$ cat config.mk
export PLATFORM = sky130hd
export DESIGN_NAME = sccc_top
export DESIGN_NICKNAME = d
export VERILOG_FILES = /design/src/verilog/sccc_pkg.sv /design/src/verilog/sccc_edge_detect.sv /design/src/verilog/sccc_top.sv
export VERILOG_INCLUDE_DIRS = /design/src /design/src/verilog
export SDC_FILE = /design/constraint.sdc
export NUM_CORES = 1
export LEC_CHECK = 0
export BUFFER_PORTS_ARGS = -buffer_cell sky130_fd_sc_hd__buf_4
export CORE_ASPECT_RATIO = 1.1
export CORE_MARGIN = 2
export CORE_UTILIZATION = 50
export CTS_CLUSTER_DIAMETER = 100
export CTS_CLUSTER_SIZE = 24
export DETAILED_ROUTE_END_ITERATION = 12
export GPL_ROUTABILITY_DRIVEN = 0
export PLACE_DENSITY_LB_ADDON = 0.1
export SYNTH_ARGS = -nofsm -noshare
export SYNTH_HDL_FRONTEND = slang
export SYNTH_SLANG_ARGS = --single-unit
$ cat constraint.sdc
create_clock -name clk -period 2.35 [get_ports clk]
set_input_delay 0.235 -clock clk [delete_from_list [all_inputs] [get_ports clk]]
set_output_delay 0.235 -clock clk [all_outputs]
set_load 0.05 [all_outputs]
$ cat src/verilog/sccc_consts.svh
// Purpose: constants for the sysref capture clock control block
// Assumes: byte-wide registers on a plain strobe port
// Notes:   offsets are the printed register addresses
`ifndef SCCC_CONSTS_SVH
`define SCCC_CONSTS_SVH
`define SCCC_ADDR_W          10
`define SCCC_OFF_CTRL0       10'h030
`define SCCC_OFF_STATUS      10'h031
`define SCCC_OFF_CTRL2       10'h032
`define SCCC_OFF_ANAMISC     10'h033
`define SCCC_OFF_CLAMP       10'h034
`define SCCC_OFF_RSVA        10'h035
`define SCCC_OFF_RSVB        10'h036
`define SCCC_OFF_RSVC        10'h037
`define SCCC_OFF_IRQ_STAT    10'h038
`define SCCC_OFF_IRQ_MASK    10'h039
`define SCCC_OFF_SOFTRST     10'h021
`define SCCC_RST_CTRL0       8'hc0
`define SCCC_RST_CTRL2       8'h80
`define SCCC_RST_ANAMISC     8'hc3
`define SCCC_RST_CLAMP       8'h2f
`define SCCC_RST_RSVA        8'hdf
`define SCCC_RST_RSVB        8'h00
`define SCCC_RST_RSVC        8'h45
`define SCCC_STATUS_LOW      6'h07
`define SCCC_BIT_RCVR_EN     7
`define SCCC_BIT_PROC_EN     6
`define SCCC_BIT_SEEN_CLR    5
`define SCCC_BIT_DIRTY_CLR   4
`define SCCC_BIT_CLK_DC      2
`define SCCC_BIT_SYSREF_DC   1
`define SCCC_BIT_SYNC_DC     0
`define SCCC_BIT_SYNC_PD     2
`define SCCC_DELAY_STEP_PS   20
`define SCCC_DELAY_MAX       4'hf
`define SCCC_CLK_PERIOD_PS   10000
`endif

$ cat src/verilog/sccc_pkg.sv
// Purpose: shared types for the sysref capture clock control block
// Assumes: field widths and edge codes are written out here, not taken from sccc_consts.svh
// Notes:   types only
package sccc_pkg;
  typedef struct packed {
    logic       wr;
    logic       rd;
    logic [9:0] addr;
    logic [7:0] wdata;
  } sccc_bus_s;

  typedef struct packed {
    logic       receiver_enable;
    logic       processor_enable;
    logic       device_clock_input_dc;
    logic       sysref_dc;
    logic       sync_dc;
    logic       sync_pd;
    logic [3:0] delay_steps;
  } sccc_ctl_s;

  typedef enum logic [1:0] {
    SCCC_EDGE_IDLE  = 2'b00,
    SCCC_EDGE_CLEAN = 2'b01,
    SCCC_EDGE_DIRTY = 2'b10
  } sccc_edge_e;
endpackage

$ cat src/verilog/sccc_edge_detect.sv
// Purpose: sysref sampler, rising edge and marginal capture detector
// Assumes: sysref is asynchronous to clk
// Notes:   dirty when a rise is sampled once but never settles high
`timescale 1ns/1ps
`include "sccc_consts.svh"
module sccc_edge_detect (
  // clock and reset
  input  wire logic              clk,
  input  wire logic              rstn,
  // control
  input  wire logic              enable,
  // sysref pin
  input  wire logic              sysref_in,
  // events
  output sccc_pkg::sccc_edge_e   edge_evt
);
  import sccc_pkg::*;

  typedef struct packed {
    logic [2:0] sync;
    logic       settled;
    sccc_edge_e evt;
  } sccc_edet_s;

  sccc_edet_s st_r;
  sccc_edet_s st_nxt;

  always_comb begin
    st_nxt = st_r;
    st_nxt.sync = {st_r.sync[1:0], sysref_in};
    st_nxt.evt = SCCC_EDGE_IDLE;
    // change counts once stages two and three agree
    if (st_r.sync[2] == st_r.sync[1]) begin
      st_nxt.settled = st_r.sync[2];
      if (enable && st_r.sync[2] && !st_r.settled) begin
        st_nxt.evt = SCCC_EDGE_CLEAN;
      end
    end else if (enable && st_r.sync[2] && !st_r.sync[1] &&
                 !st_r.settled) begin
      // rise caught by one sample only, gone before stages agree:
      // timing was not ensured, so it counts as a dirty capture
      st_nxt.evt = SCCC_EDGE_DIRTY;
    end
  end

  always_ff @(posedge clk) begin
    if (!rstn) begin
      st_r <= '{sync: 3'h0, settled: 1'b0, evt: SCCC_EDGE_IDLE};
    end else begin
      st_r <= st_nxt;
    end
  end

  assign edge_evt = st_r.evt;
endmodule // sccc_edge_detect

$ cat src/verilog/sccc_top.sv
// Purpose: sysref capture clock control and status registers
// Assumes: 100 MHz clk, synchronous active low rstn, strobe register port
// Notes:   analog controls leave as registered levels
`timescale 1ns/1ps
`include "sccc_consts.svh"
module sccc_top #(
  parameter int DELAY_STEP_PS = `SCCC_DELAY_STEP_PS
) (
  // clock and reset
  input  wire logic              clk,
  input  wire logic              rstn,
  // register port
  input  wire logic              reg_wr,
  input  wire logic              reg_rd,
  input  wire logic [9:0]        reg_addr,
  input  wire logic [7:0]        reg_wdata,
  output logic      [7:0]        reg_rdata,
  // sysref pin
  input  wire logic              sysref_in,
  // controls to the analog front end
  output sccc_pkg::sccc_ctl_s    ctl,
  // interrupt
  output logic                   irq
);
  import sccc_pkg::*;

  initial begin
    if (DELAY_STEP_PS < 1) begin
      $error("delay step must be positive");
    end
  end

  typedef struct packed {
    logic [7:0] ctrl0;
    logic [7:0] ctrl2;
    logic [7:0] anamisc;
    logic [7:0] clamp;
    logic [7:0] rsva;
    logic [7:0] rsvb;
    logic [7:0] rsvc;
    logic       softrst;
    logic       seen;
    logic       dirty;
    logic [1:0] irq_stat;
    logic [1:0] irq_mask;
    logic [7:0] rdata;
    sccc_ctl_s  ctl;
    logic       irq;
  } sccc_state_s;

  sccc_state_s st_r;
  sccc_state_s st_nxt;
  sccc_bus_s   bus;
  sccc_edge_e  edge_evt;
  logic        soft_kick;

  localparam sccc_state_s RESET_ST = '{
    ctrl0:    `SCCC_RST_CTRL0,
    ctrl2:    `SCCC_RST_CTRL2,
    anamisc:  `SCCC_RST_ANAMISC,
    clamp:    `SCCC_RST_CLAMP,
    rsva:     `SCCC_RST_RSVA,
    rsvb:     `SCCC_RST_RSVB,
    rsvc:     `SCCC_RST_RSVC,
    softrst:  1'b0,
    seen:     1'b0,
    dirty:    1'b0,
    irq_stat: 2'h0,
    irq_mask: 2'h0,
    rdata:    8'h00,
    ctl:      '{receiver_enable: 1'b1, processor_enable: 1'b1,
                device_clock_input_dc: 1'b0, sysref_dc: 1'b0, sync_dc: 1'b0,
                sync_pd: 1'b0, delay_steps: 4'h0},
    irq:      1'b0
  };

  function automatic logic hit(input logic [9:0] a, input logic [9:0] off);
    hit = (a == off);
  endfunction

  function automatic sccc_ctl_s ctl_of(input logic [7:0] c0,
                                       input logic [7:0] c2,
                                       input logic [7:0] am);
    ctl_of.receiver_enable  = c0[`SCCC_BIT_RCVR_EN];
    ctl_of.processor_enable = c0[`SCCC_BIT_PROC_EN];
    ctl_of.device_clock_input_dc        = c0[`SCCC_BIT_CLK_DC];
    ctl_of.sysref_dc        = c0[`SCCC_BIT_SYSREF_DC];
    ctl_of.sync_dc          = c0[`SCCC_BIT_SYNC_DC];
    ctl_of.sync_pd          = am[`SCCC_BIT_SYNC_PD];
    ctl_of.delay_steps      = c2[3:0];
  endfunction

  assign bus = '{wr: reg_wr, rd: reg_rd, addr: reg_addr, wdata: reg_wdata};

  // edges are seen only while both receiver and processor run;
  // the power sequencing itself is software's duty
  sccc_edge_detect u_edge (
    .clk       (clk),
    .rstn      (rstn),
    .enable    (st_r.ctl.receiver_enable & st_r.ctl.processor_enable),
    .sysref_in (sysref_in),
    .edge_evt  (edge_evt)
  );

  // soft reset acts on the 0 to 1 transition only, bit is not self clearing
  assign soft_kick = bus.wr && hit(bus.addr, `SCCC_OFF_SOFTRST) &&
                     bus.wdata[0] && !st_r.softrst;

  always_comb begin
    logic seen_set;
    logic dirty_set;
    logic [7:0] status;
    seen_set  = 1'b0;
    dirty_set = 1'b0;
    status    = 8'h00;
    st_nxt = st_r;
    // flags held clear while clear bit high, then may set
    seen_set  = (edge_evt != SCCC_EDGE_IDLE) &&
                !st_r.ctrl0[`SCCC_BIT_SEEN_CLR];
    // only a ringing sampler is caught; a clean sweep jump is not
    dirty_set = (edge_evt == SCCC_EDGE_DIRTY) &&
                !st_r.ctrl0[`SCCC_BIT_DIRTY_CLR];
    if (st_r.ctrl0[`SCCC_BIT_SEEN_CLR]) begin
      st_nxt.seen = 1'b0;
    end else if (seen_set) begin
      st_nxt.seen = 1'b1;
    end
    if (st_r.ctrl0[`SCCC_BIT_DIRTY_CLR]) begin
      st_nxt.dirty = 1'b0;
    end else if (dirty_set) begin
      st_nxt.dirty = 1'b1;
    end
    status = {st_r.seen, st_r.dirty, `SCCC_STATUS_LOW};
    // read data valid only in the cycle after the strobe
    st_nxt.rdata = 8'h00;
    if (bus.rd) begin
      unique case (1'b1)
        hit(bus.addr, `SCCC_OFF_CTRL0):    st_nxt.rdata = st_r.ctrl0;
        hit(bus.addr, `SCCC_OFF_STATUS):   st_nxt.rdata = status;
        hit(bus.addr, `SCCC_OFF_CTRL2):    st_nxt.rdata = st_r.ctrl2;
        hit(bus.addr, `SCCC_OFF_ANAMISC):  st_nxt.rdata = st_r.anamisc;
        hit(bus.addr, `SCCC_OFF_CLAMP):    st_nxt.rdata = st_r.clamp;
        hit(bus.addr, `SCCC_OFF_RSVA):     st_nxt.rdata = st_r.rsva;
        hit(bus.addr, `SCCC_OFF_RSVB):     st_nxt.rdata = st_r.rsvb;
        hit(bus.addr, `SCCC_OFF_RSVC):     st_nxt.rdata = st_r.rsvc;
        hit(bus.addr, `SCCC_OFF_SOFTRST):
          st_nxt.rdata = {7'h00, st_r.softrst};
        hit(bus.addr, `SCCC_OFF_IRQ_STAT):
          st_nxt.rdata = {6'h00, st_r.irq_stat};
        hit(bus.addr, `SCCC_OFF_IRQ_MASK):
          st_nxt.rdata = {6'h00, st_r.irq_mask};
        default:                           st_nxt.rdata = 8'h00;
      endcase
    end
    // sticky interrupt status, cleared by a read, a new event wins
    if (bus.rd && hit(bus.addr, `SCCC_OFF_IRQ_STAT)) begin
      st_nxt.irq_stat = 2'h0;
    end
    st_nxt.irq_stat = st_nxt.irq_stat | {dirty_set, seen_set};
    if (bus.wr) begin
      unique case (1'b1)
        hit(bus.addr, `SCCC_OFF_CTRL0):    st_nxt.ctrl0   = bus.wdata;
        hit(bus.addr, `SCCC_OFF_CTRL2):    st_nxt.ctrl2   = bus.wdata;
        hit(bus.addr, `SCCC_OFF_ANAMISC):  st_nxt.anamisc = bus.wdata;
        hit(bus.addr, `SCCC_OFF_CLAMP):    st_nxt.clamp   = bus.wdata;
        hit(bus.addr, `SCCC_OFF_RSVA):     st_nxt.rsva    = bus.wdata;
        hit(bus.addr, `SCCC_OFF_RSVB):     st_nxt.rsvb    = bus.wdata;
        hit(bus.addr, `SCCC_OFF_RSVC):     st_nxt.rsvc    = bus.wdata;
        hit(bus.addr, `SCCC_OFF_SOFTRST):  st_nxt.softrst = bus.wdata[0];
        hit(bus.addr, `SCCC_OFF_IRQ_MASK):
          st_nxt.irq_mask = bus.wdata[1:0];
        default:                           st_nxt.rsva    = st_r.rsva;
      endcase
    end
    st_nxt.ctl = ctl_of(st_nxt.ctrl0, st_nxt.ctrl2, st_nxt.anamisc);
    st_nxt.irq = |(st_nxt.irq_stat & st_nxt.irq_mask);
    if (soft_kick) begin
      // all registers back to defaults, the reset bit keeps its new 1; u_edge is not reset
      st_nxt = RESET_ST;
      st_nxt.softrst = 1'b1;
    end
  end

  always_ff @(posedge clk) begin
    if (!rstn) begin
      st_r <= RESET_ST;
    end else begin
      st_r <= st_nxt;
    end
  end

  assign reg_rdata = st_r.rdata;
  assign ctl       = st_r.ctl;
  assign irq       = st_r.irq;
endmodule // sccc_top

After elaboration in Yosys (flattened, before gate mapping):

Index checks and enable logic that the tools add are counted.

* logic and storage cells: 96
* flip-flop bits (word level): 83
* output and inout bits: 19
* memory bits (read-only): 0
* bits of input ports: 23
* bits in writable memories: 0
* memories: 0
* bits in latches: 0

* add/subtract/negate cells: 0
* $lt $le $gt $ge: 0
* reduce and logical (&&, ||, !) cells: 31
* shift-type cells: 0
* $mul: 0
* muxes and demuxes: 22
* eq/ne operators: 13
* bitwise logic cells: 5
* divide/modulo/power cells: 0

Operator list (number)
* 10-bit by 6-bit == test with 1-bit output, second input constant: 11
* 8-bit case mux with 11 select lines: 1
* 8-bit 2-to-1 mux: 8
* 57-bit 2-to-1 mux: 1
* 26-bit 2-to-1 mux: 1
* 2-bit AND reduction: 8
* 1-bit logical AND: 10
* 2-bit 2-to-1 mux: 5
* 3-bit OR reduction: 3
* 1-bit 2-to-1 mux: 6
* 2-bit nonzero test: 3
* 1-bit logical NOT: 5
* 2-bit OR reduction: 2
* 2-bit AND: 1
* 2-bit == test, second input constant: 1
* 1-bit NOT: 2
* 2-bit bitwise OR: 1
* 1-bit AND: 1
* 1-bit == test: 1

Longest topological paths before layout:

Gate-level depths: netlist of the first run.

* word-level depth: 7
* depth in mapped cells: 7
* mapped depth without buffers: 4

Cells and area by module:

A second synthesis of the first run with hierarchy kept.

* cell total of the unflattened synthesis: 357
* area total of the unflattened synthesis: 3667.3 um2

Modules (own cells, without submodules)
* sccc_top: area each 3459.6 um2, times used 1, cells each 339, sequential area each 1441.4 um2
* sccc_edge_detect: area each 207.7 um2, times used 1, cells each 18, sequential area each 120.1 um2

Worst setup path before layout of the first run:

No wires, ideal clock.

* path type: input -> register
* start: in reg_addr[7]
* end: reg st_r[36] (netlist name)
* arrival time: 1.778 ns
* path buffers: 1
* cell stages on the path: 5
* path slack: 0.453 ns
* library setup time: 0.119 ns
* required time: 2.231 ns
* cells stage by stage: or4b_4 buf_6 nor4_4 mux2i_1 nor2_2

* cells in the longest elaborated chain, start to end: 5
* elaborated cells on any way between the ends: 7
* those cells by class: eq/ne (2); reduce/logical (5)

Ends and longest elaborated chain
* from (decl): RTL line sccc_top.sv:15 `input wire logic [9:0] reg_addr,`
* 10-bit by 6-bit == test with 1-bit output: RTL line sccc_top.sv:78 `hit = (a == off);`
* 1-bit logical AND (3 in a row): RTL line sccc_top.sv:106 `` assign soft_kick = bus.wr && hit(bus.addr, `SCCC_OFF_SOFTRST) && ``
* 2-bit OR reduction (no line)
* to (signal assigned): RTL line sccc_top.sv:188 `st_r <= st_nxt;`
* to (decl): RTL line sccc_top.sv:51 `sccc_state_s st_r;`

Parallel ways exist; a longest one is shown, timed or not.
A chain may end at the register's enable or synchronous reset.

Worst setup path in the final report of the first run:

* start: in reg_addr[7]
* end: reg st_r, in the netlist reg_rdata[7]

* cells in the longest elaborated chain, start to end: 5
* elaborated cells on any way between the ends: 16
* those cells by class: eq/ne (11); mux (1); reduce/logical (4)

Ends and longest elaborated chain (RTL line)
* 10-bit by 6-bit == test with 1-bit output: sccc_top.sv:78
* 1-bit logical AND (3 in a row): sccc_top.sv:106
* 3-bit OR reduction (no line)

Parallel ways exist; a longest one is shown, timed or not.

==> flow_metrics.py, run 1 <==
metrics = {
    "synthesis": {
        "yosys_register_bits": 78,
        "yosysUniqueCellTypes": 53,
        "synth_top_area_share_pct": 43.2,
        "ys_seq_area_share_pct": 43.2,
        "yosys_warnings": 0,
        "ys.flop_type": "dfxtp_1",
        "ys_top_cells_by_area": "dfxtp_1 43%, mux2i_1 18%, buf_4 3.7%",
        "synthCells": 357,
        "syn_avg_cell_area_sq_um": 10.1,
        "synth_enable_flop_cells": 0,
        "syn_nets": 380,
        "async_reset_ff_share_pct": 0,
        "syn_area_sq_um": 3620,
        "synth_top_area_cell": "dfxtp_1",
    },
    "floorplanning": {
        "die_height_um": 93.2,
        "io_pins": 42,
        "initial_utilization_pct": 51.6,
        "placementRows": 32,
        "core_area_sq_um": 7010,
        "die_w_um": 85.1,
        "dieArea_sq_um": 7930,
    },
    "sta": {
        "hold_viol": 0,
        "timing.final.crit_share_pct": 80.0,
        "final.setup_skew_ps": 11.0,
        "setup_tns_ps": 0,
        "layout_min_cycle_time_ps": 1880,
        "setup_viol": 0,
        "slew-limit-headroom_pct": 42.4,
        "drv_slew": 0,
        "clock.fmax_mhz": 532,
        "rsz0062_at_grt": "no",
        "worst_pin_slew_ps": 864,
    },
    "flow_run": {
        "drv_cap": 0,
    },
    "clocking": {
        "clk_latency_ps": 350,
        "post_cts_buffers": 0,
        "cts_root_buf": "clkbuf_8",
        "cts.sinks": 78,
        "cts_buffer_depth": 2,
        "cts_hold_buf": 0,
        "htreeDepth": 3,
        "clkTransAtPathRegs_ps": 90,
        "cts_made_buffers": 9,
        "ctsResizeCount": 0,
        "tritoncts": "done",
    },
    "route": {
        "finalWirelength_mm": 8.81,
        "drt-initial-drc-count": 187,
        "vias_per_cell": 5.79,
        "num_vias": 2748,
        "first_pass_iters": 5,
        "ant_nets": 0,
        "wl_met2_mm": 4.04,
        "drc": 0,
        "wl_met3_um": 390,
        "wl_per_cell_um": 18.6,
        "highest_layer": "met4",
        "drt-met1-wl_mm": 4.20,
    },
    "cells_and_area": {
        "final_nets": 408,
        "fillerInstances": 632,
        "seqCellArea_sq_um": 1560,
        "area_growth_pct": 14.7,
        "diodes": 0,
        "fin_area_sq_um": 4150,
        "drive_gt1_share_pct": 26.4,
        "multi_input_area_sq_um": 1810,
    },
    "global_route": {
        "grtUsageTotal_pct": 23.0,
        "antenna_found_initial": 0,
        "grt_start_max_net_pins": 29,
        "grt_pass1_vias": 2569,
        "grt_pass1_wl_mm": 13.9,
        "grt-ovfl-total": 0,
    },
    "power": {
        "clock_power_share_pct": 41.2,
        "sw_frac_of_total_pct": 24.9,
        "power_w": 0.00256,
        "power_frac_comb_pct": 7.0,
        "p_sw_w": 0.000637,
        "vdd_drop_max_mv": 0.459,
        "powerDensity_nw_per_um2": 617,
        "power_frac_seq_pct": 51.9,
        "p_leak_nw": 1.77,
        "p_int_w": 0.00192,
    },
    "setup_path": {
        "critPathKind": "in -> reg",
        "crit_top_cell": "buf_4",
        "reg2reg_slack_ps": 760,
        "crit_buf_inv": 2,
        "end_kind": "flip-flop",
        "startpoint": "reg_addr[7]",
        "cp_data_required_time_ps": 2550,
        "cp_cell_sequence": "buf_4, nor4b_1, buf_4, nand3_1, a21o_1, a2111oi_0",
        "r2r_end": "reg_rdata[2]",
        "reg2reg_depth": 4,
        "crit_fanout": 9,
        "worst_path_max_delay_cell": "nor4b_1",
        "startpoint_type": "input port",
        "arrival_ps": 2080,
        "cp_top_family": "compound AO/OA/AOI/OAI gates",
        "cp_slowest_stage_delay_ps": 550,
    },
    "hold_path": {
        "hold-path-cell-count": 2,
        "hold_path_class": "in -> reg",
        "whs_endpoint": "u_edge.st_nxt[4]",
        "hp-start": "sysref_in",
    },
    "placement": {
        "portBuffers": 41,
        "dp_hpwl_mm": 6.02,
        "placed_area_sq_um": 3940,
    },
    "run_status": {
        "outcome": "complete, no violations",
    },
}
[kinds of logic after synthesis]
| kind of cell | Yosys count | share of synthesized area, % |
|---|---|---|
| compound gates | 36 | 7.57 |
| buf+inv | 45 | 7.02 |
| flops | 78 | 43.2 |
| mux | 77 | 23.6 |
| simple gates | 121 | 18.6 |
[area by class of cell]
cell class	count	share of cell area (%)
repair buffers	57	10.6
inverters	5	0.452
clock inverters	6	1.69
clock buffers	10	3.32
well taps	85	2.56
flip-flops and latches	78	37.6
multi-input cells	234	43.7
[worst max path at each step]
stage,to,depth (start not counted)
detailed placement,reg_rdata[7],6
global route,st_r[59],5
floorplan,st_r[36],5
global placement,flip-flop,7
finish,reg_rdata[7],6
CTS,st_r[32],5
[metrics by stage]
stage	utilization (%)	hold WS (ps)	instances	setup slack, ps
2_1_floorplan	-	357	357	453
3_3_place_gp	56.3	414	459	307
3_5_place_dp	56.3	427	459	272
4_1_cts	59.2	71.3	475	642
5_1_grt	59.2	69.3	475	543
6_report	59.2	84.3	475	471
[cell usage after synthesis (2+ instances only)]
cell,instances
nor4_4,3
mux2i_1,64
inv_1,5
clkbuf_1,10
buf_1,3
a2bb2oi_1,4
nor2_1,36
nand4_1,8
buf_4,18
a22oi_1,4
nor3b_1,6
mux4_2,6
nor3_1,7
a21oi_1,3
nand3_1,3
nor2_2,8
o21ai_0,3
a311oi_1,2
and3_1,3
mux2_2,7
o211ai_1,2
buf_2,8
a211oi_1,2
nand2_1,28
and2_1,4
a21o_1,2
dfxtp_1,78
nor2b_1,3
o32ai_1,3
[power groups by stage]
stage          clock [W]  combinational [W]  sequential, W
5_1_grt          0.00112           0.000191        0.00133
4_1_cts          0.00107           0.000178        0.00133
2_1_floorplan          0           0.000102        0.00136
6_report         0.00105           0.000179        0.00133
3_5_place_dp           0           0.000177        0.00136
3_3_place_gp           0           0.000176        0.00136
[placed cells by master (no fill, tap or decap), types with 4 or more instances in the layout]
cell       count
dfxtp_1       78
mux2i_1       64
buf_4         56
nor2_1        36
nand2_1       28
clkbuf_8      10
nand4_1        8
nor2_2         8
nor3_1         7
mux2_2         7
nor3b_1        6
mux4_2         6
inv_1          5
and2_1         4
a22oi_1        4
a2bb2oi_1      4
[layer usage]
layer  global-route usage, %  vias up
met1                    32.3     1321
met3                    4.15       15
met5                       0        -
li1                        -     1323
met2                    33.5       89
met4                    12.4        0
Note: power is estimated with default switching activity, not from simulation.
==> run 2, diff against run 1 <==
clock period = 1.6 ns   (was 2.35 ns; I/O delays follow)
==> run 2 against run 1 <==
Flip-flop and latch count stayed put. Clock-buffer cell count is 1 lower. Sequential share of layout area is 2.3 points lower. Clock skew is 1.6 ps lower. Clock power is 53% higher. Routed wire length is 0.10% lower. Critical path depth is 2 lower. First-iteration DRC count is 48% lower. Register-to-register slack worse by 690 ps. Critical path type is now reg -> reg. Highest routed layer unchanged.
==> flow_metrics.py, run 2 (synthesis results as in run 1) <==
metrics = {
    "power": {
        "sw_frac_of_total_pct": 23.7,
        "powerDensity_nw_per_um2": 876,
        "power_frac_comb_pct": 8.0,
        "power_w": 0.00387,
        "clock_power_share_pct": 41.7,
        "vdd_drop_max_mv": 0.663,
        "power_frac_seq_pct": 50.4,
        "p_int_w": 0.00295,
        "p_leak_nw": 1.91,
        "p_sw_w": 0.000916,
    },
    "sta": {
        "layout_min_cycle_time_ps": 1530,
        "final.setup_skew_ps": 9.33,
        "clock.fmax_mhz": 653,
        "hold_viol": 0,
        "drv_slew": 0,
        "slew-limit-headroom_pct": 74.8,
        "setup_viol": 0,
        "worst_pin_slew_ps": 377,
        "timing.final.crit_share_pct": 95.6,
        "setup_tns_ps": 0,
    },
    "floorplanning": {
        "die_w_um": 85.1,
        "placementRows": 32,
        "die_height_um": 93.2,
        "core_area_sq_um": 7010,
        "dieArea_sq_um": 7930,
        "initial_utilization_pct": 51.6,
        "io_pins": 42,
    },
    "cells_and_area": {
        "mostFrequentLayoutCell": "dfxtp_1",
        "fin_area_sq_um": 4420,
        "drive_gt1_share_pct": 30.4,
        "area_growth_pct": 22.0,
        "layout_common_cells": "78 x dfxtp_1, 71 x buf_4, 64 x mux2i_1",
        "post-route-util_pct": 63.0,
        "diodes": 0,
        "final_nets": 430,
        "layout.cells.non_filler": 496,
    },
    "setup_path": {
        "crit_fanout": 2,
        "end_kind": "flip-flop",
        "cp_data_required_time_ps": 1870,
        "crit_buf_inv": 0,
        "critPathKind": "reg -> reg",
        "cp_slowest_stage_delay_ps": 630,
        "cp_cell_sequence": "mux2_2, a21oi_1, or4b_2, a311oi_2",
        "arrival_ps": 1800,
        "cp_top_family": "simple AND/OR/NAND/NOR gates",
        "startpoint_type": "flip-flop",
        "worst_path_max_delay_cell": "or4b_2",
    },
    "route": {
        "finalWirelength_mm": 8.80,
        "vias_per_cell": 5.49,
        "num_vias": 2723,
        "drc": 0,
        "drt-initial-drc-count": 97,
        "wl_per_cell_um": 17.7,
        "ant_nets": 0,
        "first_pass_iters": 4,
    },
    "clocking": {
        "cts.sinks": 78,
        "clkTransAtPathRegs_ps": 80,
        "cts_made_buffers": 9,
        "tritoncts": "done",
        "cts_buffer_depth": 2,
        "clk_latency_ps": 360,
        "post_cts_buffers": 0,
        "cts_root_buf": "clkbuf_8",
        "htreeDepth": 3,
    },
    "global_route": {
        "antenna_found_initial": 0,
        "grt-ovfl-total": 0,
        "grtUsageTotal_pct": 23.8,
        "grt_start_max_net_pins": 26,
        "grt_pass1_wl_mm": 14.5,
        "grt_pass1_vias": 2851,
    },
    "placement": {
        "portBuffers": 41,
        "dp_hpwl_mm": 6.35,
        "placed_area_sq_um": 4180,
        "dp.cells": 480,
    },
    "hold_path": {
        "hold_path_class": "in -> reg",
    },
    "flow_run": {
        "drv_cap": 0,
    },
    "run_status": {
        "outcome": "complete, no violations",
    },
}
## run 2: worst paths after layout
check | startpoint | end | slack, ps | cells past startpoint
worst max register to register | flip-flop | reg_rdata[2] | 70 | 4
worst min register to register | u_edge.st_nxt[4] | u_edge.st_nxt[5] | 440 | 1
worst max-delay path | flip-flop | reg_rdata[2] | 70 | 4
worst min-delay path | reg_wdata[7] | st_r[49] | 70 | 3
## run 2: final cells by class
class / count / area, sq um
fillers: 576 / 2590
multi-input cells: 234 / 1840
well taps: 85 / 106
inverters: 5 / 18.8
repair buffers: 79 / 683
clock buffers: 9 / 124
clock inverters: 6 / 86.3
flip-flops and latches: 78 / 1560
## run 2: tightest hold or removal path, stage by stage
cell and delay, ps:
buf_4 120, mux2i_1 70, nand2_1 60
## run 2: metrics by stage
| step | hold slack (ps) | setup WS, ps |
|---|---|---|
| 2_1_floorplan | 280 | -201 |
| 3_3_place_gp | 370 | -159 |
| 3_5_place_dp | 376 | -253 |
| 4_1_cts | 56.6 | 7.46 |
| 5_1_grt | 71.3 | -46.5 |
| 6_report | 73.1 | 69.8 |
## run 2: power by group through the flow
stage | Combinational (W) | Sequential [W] | Clock [W]
finish | 0.000308 | 0.00195 | 0.00161
global route | 0.000329 | 0.00195 | 0.00172
CTS | 0.000305 | 0.00195 | 0.00164
detailed placement | 0.000302 | 0.00199 | 0
global placement | 0.000301 | 0.00199 | 0
floorplan | 0.000156 | 0.00199 | 0
## run 2: repair_timing
action | in CTS | in global routing
endpoints found under the hold margin | 1 | 0
gates resized for setup | 0 | 3
setup endpoints to repair | 0 | 2
hold buffers | 1 | 0
## run 2: per-layer routing
| metal | wire [um] | vias to the layer above | global-route usage (%) |
|---|---|---|---|
| met4 | 144 | 0 | 8.73 |
| met2 | 4200 | 59 | 38.8 |
| li1 | - | 1358 | - |
| met1 | 4100 | 1291 | 30.6 |
| met3 | 361 | 15 | 5.56 |
| met5 | 0 | - | 0 |
==> run 3, diff against run 2 <==
BUFFER_PORTS_ARGS = default   (was -buffer_cell sky130_fd_sc_hd__buf_4)
DONT_BUFFER_PORTS = 1   (was default)
==> run 3 against run 2 <==
First-iteration DRC count grew 73%. Critical path type unchanged. Largest power group unchanged. Die area unchanged. Clock skew up 2.8 ps.
==> flow_metrics.py, run 3 (synthesis results as in run 1) <==
metrics = {
    "cells_and_area": {
        "layout_common_cells": "78 x dfxtp_1, 64 x mux2i_1, 36 x nor2_1",
        "drive_gt1_share_pct": 20.3,
        "diodes": 0,
        "final_nets": 392,
        "mostFrequentLayoutCell": "dfxtp_1",
        "layout.cells.non_filler": 459,
        "area_growth_pct": 14.3,
        "post-route-util_pct": 59.0,
    },
    "power": {
        "power_frac_seq_pct": 51.1,
        "power_frac_comb_pct": 5.6,
        "power_w": 0.00381,
        "p_int_w": 0.00294,
        "p_sw_w": 0.000873,
        "vdd_drop_max_mv": 0.553,
        "clock_power_share_pct": 43.3,
        "powerDensity_nw_per_um2": 921,
        "p_leak_nw": 1.70,
        "sw_frac_of_total_pct": 22.9,
    },
    "sta": {
        "timing.final.crit_share_pct": 97.7,
        "setup_viol": 0,
        "slew-limit-headroom_pct": 64.6,
        "final.setup_skew_ps": 12.1,
        "layout_setup_ws_ps": 37.0,
        "clock.fmax_mhz": 640,
        "worst_pin_slew_ps": 530,
        "hold_viol": 0,
        "layout_min_cycle_time_ps": 1560,
        "rsz0062_at_grt": "no",
        "drv_slew": 0,
    },
    "route": {
        "drc": 0,
        "wl_per_cell_um": 19.8,
        "vias_per_cell": 5.77,
        "num_vias": 2648,
        "ant_nets": 0,
        "first_pass_iters": 5,
        "finalWirelength_mm": 9.07,
        "drt-initial-drc-count": 168,
    },
    "hold_path": {
        "hold_path_class": "in -> reg",
        "hp-start": "reg_wdata[4]",
    },
    "clocking": {
        "cts_buffer_depth": 2,
        "clkTransAtPathRegs_ps": 80,
        "cts.sinks": 78,
        "clk_latency_ps": 350,
        "cts_made_buffers": 9,
        "htreeDepth": 3,
        "tritoncts": "done",
        "post_cts_buffers": 0,
        "cts_root_buf": "clkbuf_8",
    },
    "placement": {
        "dp_hpwl_mm": 6.09,
        "portBuffers": 0,
        "dp.cells": 432,
        "place_ws_ps": -84.9,
    },
    "floorplanning": {
        "die_w_um": 85.1,
        "initial_utilization_pct": 51.6,
        "core_area_sq_um": 7010,
        "dieArea_sq_um": 7930,
        "die_height_um": 93.2,
        "io_pins": 42,
        "placementRows": 32,
    },
    "global_route": {
        "grt-ovfl-total": 0,
        "grt_start_max_net_pins": 28,
        "grtUsageTotal_pct": 24.0,
        "grt_pass1_vias": 2661,
        "grt_pass1_wl_mm": 14.5,
        "antenna_found_initial": 0,
    },
    "setup_path": {
        "arrival_ps": 1820,
        "startpoint": "st_r[36]",
        "end_kind": "flip-flop",
        "critPathKind": "reg -> reg",
        "cp_data_required_time_ps": 1860,
        "startpoint_type": "flip-flop",
        "crit_fanout": 2,
        "r2r_start": "st_r[36]",
    },
    "flow_run": {
        "drv_cap": 0,
    },
    "run_status": {
        "outcome": "complete, no violations",
    },
}
==> run 3: changes by cell type in the layout (fill, tap and decap cells not counted) <==
cell | before | now
clkinvlp_4 | 1 | 2
clkinv_2 | 2 | 0
clkbuf_1 | 0 | 1
dlygate4sd3_1 | 1 | 11
a2111oi_1 | 1 | 0
inv_6 | 1 | 0
buf_4 | 71 | 25
a2111oi_0 | 0 | 1
nor3b_2 | 1 | 0
inv_8 | 0 | 1
buf_12 | 7 | 5
nor3b_1 | 5 | 6
clkinv_4 | 0 | 1
==> run 3: final cells by class <==
class                      instances  area [sq um]
sequential                        78          1560
tap                               85           106
clock inverter                     6          95.1
timing repair buffer              41           398
clock buffer                      10           128
inverter                           5          18.8
multi-input combinational        234          1830
fill                             618          2870
==> run 3: worst max-delay path: stages, from the launching register on <==
cell,delay (ps)
dfxtp_1,380
mux2_2,170
a21oi_1,60
or4b_2,620
a311oi_2,250
==> run 3: worst paths after layout <==
kind | endpoint | slack [ps] | cells after the start
worst min-delay path | st_r[62] | 2 | 2
worst max-delay path | reg_rdata[2] | 40 | 4
worst min register to register | u_edge.st_nxt[5] | 440 | 1
worst max register to register | reg_rdata[2] | 40 | 4
==> run 3: metal layers <==
| metal | vias up | share of wire (%) | track usage [%] |
|---|---|---|---|
| met5 | - | 0 | 0 |
| met4 | 0 | 2.5 | 10.6 |
| met3 | 17 | 4.8 | 4.32 |
| met2 | 68 | 46 | 38.2 |
| met1 | 1275 | 47 | 31.8 |
| li1 | 1288 | - | - |
==> run 3: what timing repair did <==
item,in CTS,in global routing
endpoints found under the hold margin,67,0
endpoints found under the setup margin,0,1
hold buffers,11,0
gates resized for setup,0,1
==> run 3: power by group through the flow <==
stage          registers (W)  logic, W  clock network [W]
3_3_place_gp         0.00199  0.000165                  0
3_5_place_dp         0.00200  0.000165                  0
4_1_cts              0.00195  0.000211            0.00167
6_report             0.00195  0.000213            0.00165
5_1_grt              0.00195  0.000227            0.00176
2_1_floorplan        0.00199  0.000156                  0
==> run 3: per-stage QoR <==
| stage | setup TNS, ps | hold WS, ps | area (sq um) |
|---|---|---|---|
| finish | 0 | 1.71 | 4140 |
| global placement | -828 | 281 | 3800 |
| floorplan | -3980 | 280 | 3640 |
| detailed placement | -847 | 287 | 3800 |
| global route | 0 | 12.8 | 4140 |
| CTS | 0 | 4.74 | 4130 |
